--- config.mk ---
export PLATFORM = sky130hd
export DESIGN_NAME = mdso_regs
export DESIGN_NICKNAME = d
export VERILOG_FILES = /design/src/hw/mdso_pkg.sv /design/src/hw/mdso_decim.sv /design/src/hw/mdso_regs.sv
export VERILOG_INCLUDE_DIRS = /design/src /design/src/hw
export SDC_FILE = /design/constraint.sdc
export NUM_CORES = 1
export LEC_CHECK = 0
export BUFFER_PORTS_ARGS = -buffer_cell sky130_fd_sc_hd__clkbuf_2
export CORE_AREA = 2 2 155 232
export DETAILED_ROUTE_END_ITERATION = 8
export DIE_AREA = 0 0 157 234
export GPL_TIMING_DRIVEN = 1
export PLACE_DENSITY = 0.7
export SYNTH_ARGS = -nofsm -noshare
export SYNTH_HDL_FRONTEND = slang
export SYNTH_HIERARCHICAL = 1
export SYNTH_SLANG_ARGS = --single-unit
--- constraint.sdc ---
create_clock -name core_clk -period 4 [get_ports core_clk]
set_clock_uncertainty 0.2 [all_clocks]
set_input_delay 0.8 -clock core_clk [delete_from_list [all_inputs] [get_ports core_clk]]
set_output_delay 0.8 -clock core_clk [all_outputs]
set_load 0.005 [all_outputs]
--- src/hw/mdso_params.svh ---
/*
 Constants of the magnetic status and output register group:
 register addresses, status bit positions, reset values, widths.
 Assumes it is included by bare name from the package and the modules.
*/
`ifndef MDSO_PARAMS_SVH
`define MDSO_PARAMS_SVH

// ****************************************
// Register addresses
// ****************************************
`define MDSO_ADDR_STATUS 8'h32
`define MDSO_ADDR_MAG_X_HI 8'h33
`define MDSO_ADDR_MAG_X_LO 8'h34
`define MDSO_ADDR_MAG_Y_HI 8'h35
`define MDSO_ADDR_MAG_Y_LO 8'h36
`define MDSO_ADDR_MAG_Z_HI 8'h37
`define MDSO_ADDR_MAG_Z_LO 8'h38
`define MDSO_ADDR_ACC_X_HI 8'h39
`define MDSO_ADDR_ACC_X_LO 8'h3A
`define MDSO_ADDR_ACC_Y_HI 8'h3B
`define MDSO_ADDR_ACC_Y_LO 8'h3C
`define MDSO_ADDR_ACC_Z_HI 8'h3D
`define MDSO_ADDR_ACC_Z_LO 8'h3E

// ****************************************
// Status bit positions (axis bits add the axis index)
// ****************************************
`define MDSO_ST_XDR 0
`define MDSO_ST_XYZDR 3
`define MDSO_ST_XOW 4
`define MDSO_ST_XYZOW 7

// ****************************************
// Widths and reset values
// ****************************************
`define MDSO_MAG_W 16
`define MDSO_ACC_W 14
`define MDSO_SEL_W 3
`define MDSO_AXES 3
`define MDSO_STATUS_RST 8'h00
`define MDSO_BYTE_ZERO 8'h00
`define MDSO_ALL_READ 3'h7

`endif

--- src/hw/mdso_pkg.sv ---
/*
 Shared types of the magnetic status and output register group.
 Assumes mdso_params.svh is on the include path.
*/
`include "mdso_params.svh"

package mdso_pkg;

   // ****************************************
   // Data types
   // ****************************************
   typedef logic [7:0] mdso_byte_t;
   typedef logic [`MDSO_MAG_W-1:0] mdso_mag_t;
   typedef logic [`MDSO_ACC_W-1:0] mdso_acc_t;
   typedef logic [`MDSO_SEL_W-1:0] mdso_sel_t;
   typedef logic [`MDSO_AXES-1:0] mdso_axes_t;

endpackage

--- src/hw/mdso_decim.sv ---
/*
 One-axis acceleration decimator: averages 2^shift consecutive samples
 and emits the mean as a one-cycle pulse with data.
 Assumes samples arrive as one-cycle strobes on core_clk.
*/
`timescale 1ns/1ps
`include "mdso_params.svh"

module mdso_decim
   import mdso_pkg::*;
#(
   parameter int ACC_W = `MDSO_ACC_W,
   parameter int SEL_W = `MDSO_SEL_W
) (
   input wire logic core_clk,
   input wire logic nrst,
   input wire logic [SEL_W-1:0] shift,
   input wire logic smp_valid,
   input wire logic [ACC_W-1:0] smp_in,
   output logic avg_valid,
   output logic [ACC_W-1:0] avg_out
);

   // Sum must hold up to 2^(2^SEL_W - 1) samples
   localparam int SUM_W = ACC_W + (1 << SEL_W);
   localparam int CNT_W = 1 << SEL_W;

   logic signed [SUM_W-1:0] sum_r, sum_nxt, sum_add;
   logic [(1 << SEL_W)-1:0] cnt_r, cnt_nxt;
   logic [SEL_W-1:0] shift_r, shift_nxt;
   logic avg_valid_r, avg_valid_nxt;
   logic [ACC_W-1:0] avg_r, avg_nxt;
   logic [(1 << SEL_W)-1:0] last_cnt;

   assign avg_valid = avg_valid_r;
   assign avg_out = avg_r;

   // ****************************************
   // Accumulate and divide by shifting
   // ****************************************
   // A change of ratio restarts the window so no mean mixes two ratios
   always_comb begin
      last_cnt = CNT_W'((32'd1 << shift) - 32'd1); // Window of 2^shift samples
      sum_add = sum_r + SUM_W'(signed'(smp_in));
      sum_nxt = sum_r;
      cnt_nxt = cnt_r;
      shift_nxt = shift;
      avg_valid_nxt = 1'b0;
      avg_nxt = avg_r;
      if (shift != shift_r) begin
         sum_nxt = '0;
         cnt_nxt = '0;
      end else if (smp_valid) begin
         if (cnt_r == last_cnt) begin
            avg_valid_nxt = 1'b1;
            avg_nxt = ACC_W'(sum_add >>> shift);
            sum_nxt = '0;
            cnt_nxt = '0;
         end else begin
            sum_nxt = sum_add;
            cnt_nxt = cnt_r + 1'b1;
         end
      end
   end

   always_ff @(posedge core_clk or negedge nrst) begin
      if (!nrst) begin
         sum_r <= '0;
         cnt_r <= '0;
         shift_r <= '0;
         avg_valid_r <= 1'b0;
         avg_r <= '0;
      end else begin
         sum_r <= sum_nxt;
         cnt_r <= cnt_nxt;
         shift_r <= shift_nxt;
         avg_valid_r <= avg_valid_nxt;
         avg_r <= avg_nxt;
      end
   end

endmodule

--- src/hw/mdso_regs.sv ---
/*
 Magnetic data-ready/overrun status register, magnetic output
 registers and time-aligned decimated acceleration registers,
 read over a byte read port.
 Assumes acquisitions arrive as one-cycle strobes with their data
 and that read strobes come from the serial interface logic.
*/
`timescale 1ns/1ps
`include "mdso_params.svh"

module mdso_regs
   import mdso_pkg::*;
#(
   parameter int MAG_W = `MDSO_MAG_W,
   parameter int ACC_W = `MDSO_ACC_W,
   parameter int SEL_W = `MDSO_SEL_W
) (
   input wire logic core_clk,
   input wire logic nrst,
   input wire logic mag_x_done,
   input wire logic [MAG_W-1:0] mag_x_sample,
   input wire logic mag_y_done,
   input wire logic [MAG_W-1:0] mag_y_sample,
   input wire logic mag_z_done,
   input wire logic [MAG_W-1:0] mag_z_sample,
   input wire logic accel_valid,
   input wire logic [ACC_W-1:0] accel_x_sample,
   input wire logic [ACC_W-1:0] accel_y_sample,
   input wire logic [ACC_W-1:0] accel_z_sample,
   input wire logic [SEL_W-1:0] output_rate_select,
   input wire logic [SEL_W-1:0] mag_oversample_select,
   input wire logic rd_en,
   input wire logic [7:0] rd_addr,
   output logic [7:0] rd_data,
   output logic rd_valid
);

   // ****************************************
   // Per-axis views of the ports
   // ****************************************
   logic [`MDSO_AXES-1:0] mag_done;
   logic [MAG_W-1:0] mag_in [`MDSO_AXES];
   logic [ACC_W-1:0] acc_in [`MDSO_AXES];

   assign mag_done = {mag_z_done, mag_y_done, mag_x_done};
   assign mag_in[0] = mag_x_sample;
   assign mag_in[1] = mag_y_sample;
   assign mag_in[2] = mag_z_sample;
   assign acc_in[0] = accel_x_sample;
   assign acc_in[1] = accel_y_sample;
   assign acc_in[2] = accel_z_sample;

   // ****************************************
   // Read strobes of the magnetic high bytes
   // ****************************************
   logic [`MDSO_AXES-1:0] hi_rd;

   always_comb begin
      hi_rd = '0;
      if (rd_en) begin
         hi_rd[0] = (rd_addr == `MDSO_ADDR_MAG_X_HI);
         hi_rd[1] = (rd_addr == `MDSO_ADDR_MAG_Y_HI);
         hi_rd[2] = (rd_addr == `MDSO_ADDR_MAG_Z_HI);
      end
   end

   // ****************************************
   // Decimation ratio
   // ****************************************
   // Faster output rates leave fewer samples per period, so the
   // rate select caps the oversample select
   logic [SEL_W-1:0] eff_shift;

   always_comb begin
      if (mag_oversample_select < output_rate_select) begin
         eff_shift = mag_oversample_select;
      end else begin
         eff_shift = output_rate_select;
      end
   end

   // ****************************************
   // Per-axis state: data, ready and overrun flags
   // ****************************************
   logic [MAG_W-1:0] mag_r [`MDSO_AXES];
   logic [MAG_W-1:0] mag_nxt [`MDSO_AXES];
   logic [`MDSO_AXES-1:0] dr_r, dr_nxt;
   logic [`MDSO_AXES-1:0] ow_r, ow_nxt;
   logic [`MDSO_AXES-1:0] avg_valid;
   logic [ACC_W-1:0] avg_out [`MDSO_AXES];
   logic [ACC_W-1:0] dec_r [`MDSO_AXES];
   logic [ACC_W-1:0] dec_nxt [`MDSO_AXES];
   logic [ACC_W-1:0] cmp_r [`MDSO_AXES];
   logic [ACC_W-1:0] cmp_nxt [`MDSO_AXES];
   logic set_evt;

   genvar a;
   generate
      for (a = 0; a < `MDSO_AXES; a++) begin : g_axis
         // Same ratio on every axis keeps the combined set consistent
         mdso_decim #(
            .ACC_W(ACC_W),
            .SEL_W(SEL_W)
         ) u_decim (
            .core_clk(core_clk),
            .nrst(nrst),
            .shift(eff_shift),
            .smp_valid(accel_valid),
            .smp_in(acc_in[a]),
            .avg_valid(avg_valid[a]),
            .avg_out(avg_out[a])
         );

         // Next values of one axis; a new sample wins over a read
         always_comb begin
            mag_nxt[a] = mag_r[a];
            dr_nxt[a] = dr_r[a] & ~hi_rd[a];
            ow_nxt[a] = ow_r[a] & ~hi_rd[a];
            if (mag_done[a]) begin
               mag_nxt[a] = mag_in[a];
               dr_nxt[a] = 1'b1;
               if (dr_r[a]) begin
                  ow_nxt[a] = 1'b1;
               end
            end
         end

         always_ff @(posedge core_clk or negedge nrst) begin
            if (!nrst) begin
               mag_r[a] <= '0;
               dr_r[a] <= 1'b0;
               ow_r[a] <= 1'b0;
            end else begin
               mag_r[a] <= mag_nxt[a];
               dr_r[a] <= dr_nxt[a];
               ow_r[a] <= ow_nxt[a];
            end
         end

         // Latest mean, copied out when a full set lands so the host
         // reads acceleration of the same moment as the field
         always_comb begin
            dec_nxt[a] = avg_valid[a] ? avg_out[a] : dec_r[a];
            cmp_nxt[a] = set_evt ? dec_r[a] : cmp_r[a];
         end

         always_ff @(posedge core_clk or negedge nrst) begin
            if (!nrst) begin
               dec_r[a] <= '0;
               cmp_r[a] <= '0;
            end else begin
               dec_r[a] <= dec_nxt[a];
               cmp_r[a] <= cmp_nxt[a];
            end
         end
      end
   endgenerate

   // ****************************************
   // All-axes ready and overrun flags
   // ****************************************
   // A set is complete when the last axis of it turns fresh
   logic xyz_dr_r, xyz_dr_nxt;
   logic xyz_ow_r, xyz_ow_nxt;
   mdso_axes_t seen_r, seen_nxt;
   logic all_read;
   logic set_replaced;

   assign set_evt = (&dr_nxt) & ~(&dr_r) & (|mag_done);
   // All three high bytes read since the latest set retire it
   assign all_read = ((seen_r | hi_rd) == `MDSO_ALL_READ);
   // Replacing unread data of an unretired set is an overrun
   assign set_replaced = xyz_dr_r & (|(mag_done & dr_r));

   // Read tracking restarts with every new set and every retirement
   always_comb begin
      seen_nxt = seen_r | hi_rd;
      if (set_evt || all_read) begin
         seen_nxt = '0;
      end
   end

   always_ff @(posedge core_clk or negedge nrst) begin
      if (!nrst) begin
         seen_r <= '0;
      end else begin
         seen_r <= seen_nxt;
      end
   end

   // Ready flag; a new set wins over a retirement in the same cycle
   always_comb begin
      xyz_dr_nxt = xyz_dr_r;
      if (set_evt) begin
         xyz_dr_nxt = 1'b1;
      end else if (all_read) begin
         xyz_dr_nxt = 1'b0;
      end
   end

   always_ff @(posedge core_clk or negedge nrst) begin
      if (!nrst) begin
         xyz_dr_r <= 1'b0;
      end else begin
         xyz_dr_r <= xyz_dr_nxt;
      end
   end

   // Overrun flag; an overwrite wins over a retirement in the same cycle
   always_comb begin
      xyz_ow_nxt = xyz_ow_r;
      if (set_replaced) begin
         xyz_ow_nxt = 1'b1;
      end else if (all_read) begin
         xyz_ow_nxt = 1'b0;
      end
   end

   always_ff @(posedge core_clk or negedge nrst) begin
      if (!nrst) begin
         xyz_ow_r <= 1'b0;
      end else begin
         xyz_ow_r <= xyz_ow_nxt;
      end
   end

   // ****************************************
   // Status byte assembly
   // ****************************************
   mdso_byte_t status;

   always_comb begin
      status = `MDSO_STATUS_RST;
      for (int i = 0; i < `MDSO_AXES; i++) begin
         status[`MDSO_ST_XDR + i] = dr_r[i];
         status[`MDSO_ST_XOW + i] = ow_r[i];
      end
      status[`MDSO_ST_XYZDR] = xyz_dr_r;
      status[`MDSO_ST_XYZOW] = xyz_ow_r;
   end

   // ****************************************
   // Read data mux
   // ****************************************
   // Aligned acceleration is right-justified; the high byte carries
   // the sign extension above bit 13
   logic [MAG_W-1:0] cmp_ext [`MDSO_AXES];
   mdso_byte_t rd_data_r, rd_data_nxt;
   logic rd_valid_r, rd_valid_nxt;

   always_comb begin
      for (int i = 0; i < `MDSO_AXES; i++) begin
         cmp_ext[i] = MAG_W'(signed'(cmp_r[i]));
      end
   end

   always_comb begin
      rd_data_nxt = `MDSO_BYTE_ZERO;
      if (rd_en) begin
         unique case (rd_addr)
            `MDSO_ADDR_STATUS: rd_data_nxt = status;
            `MDSO_ADDR_MAG_X_HI: rd_data_nxt = mag_r[0][15:8];
            `MDSO_ADDR_MAG_X_LO: rd_data_nxt = mag_r[0][7:0];
            `MDSO_ADDR_MAG_Y_HI: rd_data_nxt = mag_r[1][15:8];
            `MDSO_ADDR_MAG_Y_LO: rd_data_nxt = mag_r[1][7:0];
            `MDSO_ADDR_MAG_Z_HI: rd_data_nxt = mag_r[2][15:8];
            `MDSO_ADDR_MAG_Z_LO: rd_data_nxt = mag_r[2][7:0];
            `MDSO_ADDR_ACC_X_HI: rd_data_nxt = cmp_ext[0][15:8];
            `MDSO_ADDR_ACC_X_LO: rd_data_nxt = cmp_ext[0][7:0];
            `MDSO_ADDR_ACC_Y_HI: rd_data_nxt = cmp_ext[1][15:8];
            `MDSO_ADDR_ACC_Y_LO: rd_data_nxt = cmp_ext[1][7:0];
            `MDSO_ADDR_ACC_Z_HI: rd_data_nxt = cmp_ext[2][15:8];
            `MDSO_ADDR_ACC_Z_LO: rd_data_nxt = cmp_ext[2][7:0];
            default: rd_data_nxt = `MDSO_BYTE_ZERO; // Unmapped reads zero
         endcase
      end
   end

   // Read data registered so the outputs come straight from flops
   always_ff @(posedge core_clk or negedge nrst) begin
      if (!nrst) begin
         rd_data_r <= `MDSO_BYTE_ZERO;
      end else begin
         rd_data_r <= rd_data_nxt;
      end
   end

   // Every read is answered exactly one cycle after its strobe
   always_comb begin
      rd_valid_nxt = rd_en;
   end

   always_ff @(posedge core_clk or negedge nrst) begin
      if (!nrst) begin
         rd_valid_r <= 1'b0;
      end else begin
         rd_valid_r <= rd_valid_nxt;
      end
   end

   assign rd_data = rd_data_r;
   assign rd_valid = rd_valid_r;

endmodule

# == Yosys cells after proc, flatten, opt, wreduce, memory -nomap -nowiden ==
# Index checks and enable logic that the tools add are counted.
# totals
inputBits,111
ff_bits,290
output_inout_bits,9
# op_classes
shift,4
n_mux,44
reduce_logical,11
bitwise_logic,16
magnitude_cmp,1
n_addsub,7
n_eq_ne,18
# ops
cell,count
22-bit 2-to-1 mux,9
8-bit by 6-bit == test with 1-bit output (second input constant),13
8-bit one-hot mux with 13 select lines,1
8-bit 2-to-1 mux,10
22-bit by 14-bit adder with 22-bit output,3
22-bit by 3-bit >>> shifter with 14-bit output,3
8-bit by 1-bit adder with 8-bit output (second input constant),3
8-bit == test,3
1-bit 2-to-1 mux,21
3-bit AND reduction,5
1-bit AND,9
3-bit 2-to-1 mux,3
1-bit by 3-bit left shift with 8-bit output (first input constant),1
8-bit by 1-bit subtractor with 8-bit output (second input constant),1
2-bit nonzero test,3
3-bit OR reduction,2
1-bit inverter,5
3-bit AND,1
3-bit == test (second input constant),1
3-bit < comparator,1
3-bit != test,1
3-bit bitwise OR,1
1-bit logical OR,1

# == Logic depth before layout (Yosys ltp) ==
# Gate-level depths: netlist (run 1).
# logic_depth
depth_word,10
ltp_mapped,22
ltp_nobuf,18

# == Cells and area by module ==
# Netlist (run 1), hierarchy kept.
# modules_own_cells
mod,seq_area_each_um2,n_inst,area_per_inst_um2,cells_each
mdso_decim at g_axis[0].u_decim ...,1176.1,2,3927.5,441
mdso_regs,3803.6,1,6962.9,496
mdso_decim at g_axis[2].u_decim,1176.1,1,4071.4,460

# == Worst setup path before layout (run 1) ==
# OpenSTA, ideal clock, no wires.
# synth_timing
kind,in2reg
start,input port output_rate_select[1]
end,register g_axis[0].u_decim.cnt_r[5]
slack_ps,-1257
t_arrival_ps,4928
setup_time_ps,129
t_required_ps,3671
path_buffers,4
cell_stages,21
cell_sequence,inv_1 > ha_1 > a21o_1 > a21oi_1 > o21ai_0 > inv_1 > buf_2 > buf_1 > and3_1 > inv_1 > ha_1 > clkbuf_1 > and4bb_2 > a211oi_1 > o221a_2 > or4_1 > nand2_1 > clkbuf_1 > nor2_1 > o21ai_0 > o21ai_0
# synth_via
elab_chain_len,8
elab_cells_between_ends,10
classes_between,add/sub: 1; order compare: 1; eq/ne: 2; shift: 1; mux: 4; reduce/logical: 1
# synth_rtl
item,line_no,rtl
"start, declared",mdso_regs.sv:30,"input wire logic [SEL_W-1:0] output_rate_select,"
3-bit < comparator,mdso_regs.sv:75,if (mag_oversample_select < output_rate_select) begin
3-bit 2-to-1 mux (*),mdso_regs.sv:75,
named net eff_shift[1],mdso_regs.sv:72,logic [SEL_W-1:0] eff_shift;
1-bit by 3-bit left shift with 8-bit output,mdso_decim.sv:43,last_cnt = CNT_W'((32'd1 << shift) - 32'd1);
8-bit by 1-bit subtractor with 8-bit output,mdso_decim.sv:43,
8-bit == test,mdso_decim.sv:54,if (cnt_r == last_cnt) begin
8-bit 2-to-1 mux,mdso_decim.sv:54,
8-bit 2-to-1 mux,mdso_decim.sv:53,end else if (smp_valid) begin
8-bit 2-to-1 mux,mdso_decim.sv:50,if (shift != shift_r) begin
"end signal, assigned",mdso_decim.sv:75,cnt_r <= cnt_nxt;
"end, declared",mdso_decim.sv:29,"logic [(1 << SEL_W)-1:0] cnt_r, cnt_nxt;"
# The timed path passes the listed nets; every way through them passes the cells marked *. The select of a mux whose other input is x is not followed.
# A chain may end at the register's enable or synchronous reset.

# == Worst setup path after layout (run 1) ==
# layout_timing
start,input port output_rate_select[1]
end,register g_axis[2].u_decim.avg_r[12]
# layout_via
elab_chain_len,6
elab_cells_between_ends,9
classes_between,add/sub: 1; order compare: 1; eq/ne: 2; shift: 2; mux: 1; bitwise: 1; reduce/logical: 1
# layout_rtl
item,line_no,rtl
3-bit < comparator,mdso_regs.sv:75,
3-bit 2-to-1 mux (*),mdso_regs.sv:75,
named net eff_shift[1],mdso_regs.sv:72,
1-bit by 3-bit left shift with 8-bit output,mdso_decim.sv:43,
8-bit by 1-bit subtractor with 8-bit output,mdso_decim.sv:43,
8-bit == test,mdso_decim.sv:54,
3-bit AND reduction (no line),--,
"end signal, assigned",mdso_decim.sv:78,avg_r <= avg_nxt;
"end, declared",mdso_decim.sv:32,"logic [ACC_W-1:0] avg_r, avg_nxt;"
# The timed path passes the listed nets; every way through them passes the cells marked *.

==> impl_metrics.env, run 1 <==
export IMPL_r2r_worst_path_cells=10
export IMPL_io_pins=120
export IMPL_async_reset_ff_share_pct=100.0
export IMPL_power_leakage_nw=10.17
export IMPL_min_delay_worst_endpoint="mag_r[39]"
export IMPL_final_net_count=2199
export IMPL_synthMuxAreaShare_pct=16.08
export IMPL_min_delay_start="mag_x_sample[7]"
export IMPL_critical_path_top_delay_family="buffers and inverters"
export IMPL_power_share_combinational_pct=25.7
export IMPL_cts_sinks=293
export IMPL_routed_wire_length_per_instance_um=19.35
export IMPL_number_of_enable_type_register_cells_in_the_synthesized_netlist=0
export IMPL_share_of_post_route_cells_with_drive_strength_above_1_pct=28.73
export IMPL_critical_path_top_cell_by_count="buf_4"
export IMPL_cts_path_max_buffers=3
export IMPL_worst_slew_pin_slew_ns=0.7972
export IMPL_synth_adder_area_share_pct=4.822
export IMPL_preCtsSetupSlack_ns=-0.4307
export IMPL_r2r_slack_ns=0.37
export IMPL_synth_cell_types=102
export IMPL_synth_compound_gate_area_share_pct=18.75
export IMPL_power_density_cell_area_nw_per_um2=373.5
export IMPL_synth_simple_gate_area_share_pct=13.38
export IMPL_drt_wl_total_um=48620
export IMPL_clock_power_share_pct=35.3
export IMPL_internal_power_mw=5.697
export IMPL_syn_nets=2020
export IMPL_finalCoreUtilization_pct=62.82
export IMPL_antenna_found_initial=0
export IMPL_worstSetupStartpointType="primary input"
export IMPL_gp_congestion=0.9123
export IMPL_drt_iter0_drc=859
export IMPL_wire_length_of_the_first_global_routing_pass_um=79310
export IMPL_power_total_mw=8.162
export IMPL_critical_path_buf_inv_count=8
export IMPL_synth_area_leaders="dfrtp_1, mux2_2, mux4_2"
export IMPL_mostFrequentLayoutCell="dfrtp_1"
export IMPL_critical_path_reg2reg_startpoint="g_axis[1].u_decim/sum_r[0]"
export IMPL_min_period_over_period_pct=96.05
export IMPL_timing_rr_end="g_axis[1].u_decim/avg_out[9]"
export IMPL_post_synth_instance_area_um2=18890
export IMPL_global_route_overflow_total=0
export IMPL_cts_reportedPaths_clkPinSlew_ns=0.07
export IMPL_worst_skew_pair_late_latency_ns=0.58
export IMPL_worst_ep_required_time_ns=4.28
export IMPL_vias_in_the_first_global_route=15560
export IMPL_period_needed_ns=3.842
export IMPL_syn2layout_area_growth_pct=15.69
export IMPL_clock_tree_root_cell="clkbuf_16"
export IMPL_cts_htree_levels=1
export IMPL_setup_worst_path_start="output_rate_select[1]"
export IMPL_criticalPathCategory="primary input to flop"
export IMPL_hold_path_class="primary input to flop"
export IMPL_post_route_drc_count=0
export IMPL_critical_path_slowest_cell="nor4bb_1"
export IMPL_yosys_area_top_type_share_pct=38.82
export IMPL_cp_slowest_stage_delay_ns=0.32
export IMPL_switching_power_mw=2.464
export IMPL_coreArea_um2=34790
export IMPL_finalMaxSlewViolations=0
export IMPL_max_slew_margin_pct=45.48
export IMPL_synth_top_cell_by_area="dfrtp_1"
export IMPL_die_w_um=157
export IMPL_postLayoutCellArea_um2=21850
export IMPL_max_freq_ghz=0.2603
export IMPL_synth_seq_cells=293
export IMPL_ys_seq_area_share_pct=38.82
export IMPL_initial_core_util_pct=54.30
export IMPL_final_cell_mix="dfrtp_1, nand2_1, o21ai_0, buf_4, clkbuf_2"
export IMPL_std_cell_rows=84
export IMPL_synth_flop_cell="dfrtp_1"
export IMPL_fp_dieH_um=234
export IMPL_grt_usage_pct=26.75
export IMPL_worst_setup_ep_type="flop"
export IMPL_post_synth_xor_area_fraction_pct=3.703
export IMPL_setup_ws_ns=0.1582
export IMPL_synth_warnings=6
export IMPL_tritoncts="done"
export IMPL_worst_ir_drop_vdd_v=0.0003963
export IMPL_dp_hpwl_um=36340
export IMPL_post_synth_inst_count=1838
export IMPL_hold_depth=2
export IMPL_max_cap_viol_count=0
export IMPL_fin_hold_ws_ns=0.2524
export IMPL_drt_pre_antenna_iters=6
export IMPL_status="complete, no violations"
export IMPL_detail_route_vias_per_cell=6.083
export IMPL_die_area_um2=36740
export IMPL_detailroute_via_count=15290
export IMPL_placed_cell_area_um2=20810
export IMPL_postRouteAntennaNets=0
export IMPL_cts_made_buffers=29
export IMPL_insertedDiodeCount=0
export IMPL_critical_path_max_fanout=5
export IMPL_critPathArrivalTime_ns=4.13
export IMPL_hold_violations=0
export IMPL_synth_top_family_by_area="compound AO/OA/AOI/OAI gates"
export IMPL_pwr_share_seq_pct=39.0
export IMPL_grt_max_degree=106
export IMPL_crit_chain="clkbuf_2 -> inv_16 -> ha_4 -> a21o_1 -> a21oi_4 -> buf_4 -> nand2_1 -> o21ai_4 -> buf_4 -> buf_4 -> inv_1 -> nand2_1 -> ha_2 -> nor4bb_1 -> a211oi_1 -> o221ai_1 -> and4_4 -> nand3_2 -> inv_1 -> buf_4 -> nand3_1 -> o221ai_1"
export IMPL_setup_violations=0
export IMPL_switching_share_pct=30.20
export IMPL_port_buffers=119
export IMPL_avgSynthCellArea_um2=10.28
[cell type report]
cell class | count | area (um2)
Fill cell | 2857 | 12930
Tap cell | 473 | 591.8
Inverter | 54 | 235.2
Multi-Input combinational cell | 1379 | 10930
Sequential cell | 293 | 7332
Timing Repair Buffer | 260 | 1754
Clock inverter | 12 | 166.4
Clock buffer | 42 | 844.6
[stage by stage]
step | TNS, ns | cells
after floorplan | -30.93 | 1838
after global placement | -31.31 | 2458
after detailed placement | -41.33 | 2458
after CTS | 0 | 2513
after global routing | -0.02813 | 2513
final | 0 | 2513
[cell usage after synthesis, drive strengths merged, types with 39 or more instances]
| cell | instances |
|---|---|
| nand2 | 161 |
| xnor2 | 39 |
| mux2 | 157 |
| inv | 51 |
| buf | 43 |
| nand3 | 44 |
| a21oi | 87 |
| nor2 | 93 |
| clkbuf | 69 |
| o21ai | 140 |
| nor3 | 39 |
| xor2 | 40 |
| dfrtp | 293 |
| ha | 68 |
[metal layers]
| metal | part of all wire [%] | vias to the layer above | GRT usage (%) |
|---|---|---|---|
| met4 | 4.0 | 0 | 11.58 |
| li1 | - | 7233 | - |
| met5 | 0 | - | 0 |
| met2 | 52 | 413 | 48.34 |
| met1 | 40 | 7529 | 32.23 |
| met3 | 3.8 | 111 | 2.717 |
[how the worst max path moves through the flow]
stage / endpoint / slack (ns) / cells past startpoint
after floorplan: g_axis[2].u_decim/avg_out[13] / -0.54 / 21
after global placement: g_axis[2].u_decim/sum_r[19] / -0.32 / 20
after detailed placement: g_axis[2].u_decim/sum_r[19] / -0.43 / 22
after CTS: g_axis[2].u_decim/sum_r[19] / 0.16 / 22
after global routing: g_axis[1].u_decim/cnt_r[4] / -0.03 / 17
final: g_axis[2].u_decim/avg_out[12] / 0.16 / 22
[kinds of logic after synthesis]
logic type	after synthesis
adders and majority gates	71
buffers and inverters	166
and+or+nand+nor	505
AOI/OAI and AO/OA	503
xor gates and xnor gates	79
DFF	293
muxes	221
[repair_timing]
action	CTS	global route
endpoints found under the hold margin	20	0
hold buffers	1	0
buffers inserted	0	0
resized for setup	0	7
endpoints found under the setup margin	0	7
[power by group through the flow]
stage / registers [mW] / clock network [mW] / logic, mW
floorplan: 3.20 / 0 / 1.41
global placement: 3.23 / 0 / 2.03
detailed placement: 3.24 / 0 / 2.07
CTS: 3.18 / 2.93 / 2.08
global route: 3.19 / 3.07 / 2.28
finish: 3.18 / 2.88 / 2.10
[state kept, by name (all words and copies together) (netlist names), 8 cells and up]
name,count
dec_r,42
cmp_ext,42
g_axis.u_decim/shift_r,9
g_axis.u_decim/sum_r,63
g_axis.u_decim/cnt_r,24
mag_r,48
g_axis.u_decim/avg_out,42
rd_data,8
(Power assumes the default switching activity.)
==> run 2, diff against run 1 <==
--- a/config.mk
+++ b/config.mk
@@ -6,10 +6,11 @@
 export SDC_FILE = /design/constraint.sdc
 export NUM_CORES = 1
 export LEC_CHECK = 0
+export ABC_AREA = 1
 export BUFFER_PORTS_ARGS = -buffer_cell sky130_fd_sc_hd__clkbuf_2
-export CORE_AREA = 2 2 155 232
+export CORE_AREA = 2 2 156 234
 export DETAILED_ROUTE_END_ITERATION = 8
-export DIE_AREA = 0 0 157 234
+export DIE_AREA = 0 0 158 236
 export GPL_TIMING_DRIVEN = 1
 export PLACE_DENSITY = 0.7
 export SYNTH_ARGS = -nofsm -noshare
==> impl_metrics.env, run 2 <==
export IMPL_status="finished with violations"
export IMPL_failing_checks="hold timing"
export IMPL_final_net_count=2937
export IMPL_detailroute_via_count=17420
export IMPL_port_buffers=119
export IMPL_initial_core_util_pct=53.91
export IMPL_rsz0062_at_grt="false"
export IMPL_period_needed_ns=3.485
export IMPL_drt_pre_antenna_iters=6
export IMPL_cts_sinks=293
export IMPL_io_pins=120
export IMPL_fp_dieH_um=236
export IMPL_worst_ep_required_time_ns=4.25
export IMPL_synth_top_cells_by_count="nand2_1, nand3_1, dfrtp_1, inv_1, nor2_1"
export IMPL_dp_hpwl_um=37860
export IMPL_drt_iter0_drc=1060
export IMPL_synthMostInstantiatedCell="nand2_1"
export IMPL_min_period_over_period_pct=87.12
export IMPL_postRouteAntennaNets=0
export IMPL_cts_path_max_buffers=3
export IMPL_routed_wire_length_per_instance_um=15.20
export IMPL_max_freq_ghz=0.2870
export IMPL_hold_violations=2
export IMPL_post_synth_inst_count=2627
export IMPL_placed_cell_area_um2=20370
export IMPL_power_density_cell_area_nw_per_um2=365.8
export IMPL_fin_tns_setup_ns=0
export IMPL_synth_cell_types=52
export IMPL_hold_path_class="primary input to async pin"
export IMPL_cts_made_buffers=30
export IMPL_share_of_post_route_cells_with_drive_strength_above_1_pct=14.12
export IMPL_dp_cells=3201
export IMPL_synth_area_leaders="dfrtp_1, nand2_1, nand3_1"
export IMPL_avgSynthCellArea_um2=7.289
export IMPL_mostFrequentLayoutCell="nand2_1"
export IMPL_postLayoutCellArea_um2=21340
export IMPL_max_cap_viol_count=0
export IMPL_tritoncts="done"
export IMPL_syn2layout_area_growth_pct=11.43
export IMPL_std_cell_rows=85
export IMPL_synth_seq_cells=293
export IMPL_cts_htree_levels=1
export IMPL_yosys_area_top_type_share_pct=38.29
export IMPL_vias_in_the_first_global_route=17470
export IMPL_critical_path_max_fanout=27
export IMPL_worst_skew_pair_late_latency_ns=0.58
export IMPL_setup_ws_ns=0.5153
export IMPL_worst_slew_pin_slew_ns=0.6676
export IMPL_clock_tree_root_cell="clkbuf_16"
export IMPL_drt_wl_total_um=49450
export IMPL_global_route_overflow_total=0
export IMPL_coreArea_um2=35520
export IMPL_max_slew_margin_pct=55.50
export IMPL_syn_nets=2809
export IMPL_preCtsSetupSlack_ns=-0.06721
export IMPL_detail_route_vias_per_cell=5.355
export IMPL_number_of_enable_type_register_cells_in_the_synthesized_netlist=0
export IMPL_post_synth_instance_area_um2=19150
export IMPL_insertedDiodeCount=0
export IMPL_regMostFlops="g_axis.u_decim/sum_r"
export IMPL_grt_max_degree=86
export IMPL_post_cts_setup_buffer_count=0
export IMPL_worstSetupStartpointType="primary input"
export IMPL_cts_resized=0
export IMPL_synth_top_cell_by_area="dfrtp_1"
export IMPL_async_reset_ff_share_pct=100.0
export IMPL_fin_hold_ws_ns=-0.01215
export IMPL_largest_reg_flops=63
export IMPL_cts_hold_fix_buffers=0
export IMPL_synth_warnings=6
export IMPL_post_route_drc_count=0
export IMPL_die_w_um=158
export IMPL_final_fill_count=3390
export IMPL_gp_congestion=0.9254
export IMPL_grt_usage_pct=27.21
export IMPL_cts_reportedPaths_clkPinSlew_ns=0.07
export IMPL_largestRegisters="g_axis.u_decim/sum_r x63, mag_r x48"
export IMPL_critPathArrivalTime_ns=3.73
export IMPL_wire_length_of_the_first_global_routing_pass_um=83170
export IMPL_die_area_um2=37290
export IMPL_fin_cells=3254
export IMPL_worst_setup_ep_type="flop"
export IMPL_power_leakage_nw=11.63
export IMPL_finalMaxSlewViolations=0
export IMPL_antenna_found_initial=0
export IMPL_criticalPathCategory="primary input to flop"
export IMPL_setup_violations=0
export IMPL_ys_seq_area_share_pct=38.29
export IMPL_worst_ir_drop_vdd_v=0.0003121
export IMPL_final_cell_mix="nand2_1, nand3_1, dfrtp_1, inv_1, nor2_1"
export IMPL_synth_flop_cell="dfrtp_1"
run 2: power breakdown:
part / switching [mW] / internal (mW) / total [mW]
Clock: 1.22 / 1.57 / 2.79
Sequential: 0.0699 / 3.08 / 3.15
Combinational: 1.23 / 0.630 / 1.86
Total: 2.52 / 5.28 / 7.81
run 2: final timing paths:
| kind | startpoint | to | slack, ns | depth (start not counted) |
|---|---|---|---|---|
| worst min-delay path | nrst | g_axis[2].u_decim/sum_r[9] | -0.01 | 1 |
| min in group core_clk | mag_z_sample[7] | mag_r[7] | 0.23 | 3 |
| worst min register to register | mag_r[39] | mag_r[39] | 0.27 | 2 |
| worst max register to register | g_axis[2].u_decim/sum_r[0] | g_axis[2].u_decim/avg_out[0] | 1.24 | 13 |
| max in group asynchronous | nrst | cmp_ext[33] | 2.70 | 2 |
| worst max-delay path | output_rate_select[2] | g_axis[1].u_decim/avg_out[6] | 0.52 | 20 |
run 2: critical path, cell delays in order:
cell and delay, ns:
clkbuf_2 0.07, inv_1 0.06, ha_1 0.33, a21oi_2 0.19
nand2_2 0.13, a21oi_4 0.16, buf_12 0.20, inv_1 0.07
nor2_1 0.16, nand2_1 0.08, ha_1 0.23, xnor2_1 0.21
xor2_1 0.17, nand2_1 0.08, nor2_2 0.13, nand3_4 0.13
nor2_8 0.21, inv_2 0.14, nand2_1 0.08, o21ai_0 0.10
run 2: kinds of logic (layout without fill, tap and decap cells):
group / Yosys count / in the layout / synth area share [%]
XOR/XNOR: 52 / 52 / 2.614
buffers and inverters: 338 / 487 / 7.848
AND/OR/NAND/NOR: 1571 / 1571 / 36.10
adder cells (fa/ha/maj): 71 / 71 / 4.757
flip-flops: 293 / 293 / 38.29
multiplexers: 42 / 42 / 2.470
AO/OA/AOI/OAI: 260 / 260 / 7.919
run 2: stage by stage:
| step | utilization, % | power (mW) | hold WS [ns] |
|---|---|---|---|
| 2_1_floorplan | - | 4.493 | 0.2423 |
| 3_3_place_gp | 57.34 | 5.023 | 0.2556 |
| 3_5_place_dp | 57.34 | 5.051 | 0.2590 |
| 4_1_cts | 60.07 | 7.872 | 0.0007987 |
| 5_1_grt | 60.07 | 8.251 | 0.03189 |
| 6_report | 60.07 | 7.805 | -0.01215 |
run 2: metal layers:
metal	vias up	global-route usage (%)	share of wire, %
li1	8772	-	-
met1	8149	32.73	41
met2	372	48.96	51
met3	131	2.866	3.5
met4	0	11.19	4.2
met5	-	0	0
run 2: area by class of cell:
type | count | area, um2 | share of cell area (%)
multi-input cells | 1996 | 10370 | 48.61
flip-flops and latches | 293 | 7332 | 34.36
repair buffers | 173 | 1086 | 5.090
inverters | 261 | 979.7 | 4.592
clock buffers | 41 | 863.3 | 4.046
well taps | 478 | 598.1 | 2.803
clock inverters | 12 | 106.4 | 0.4984
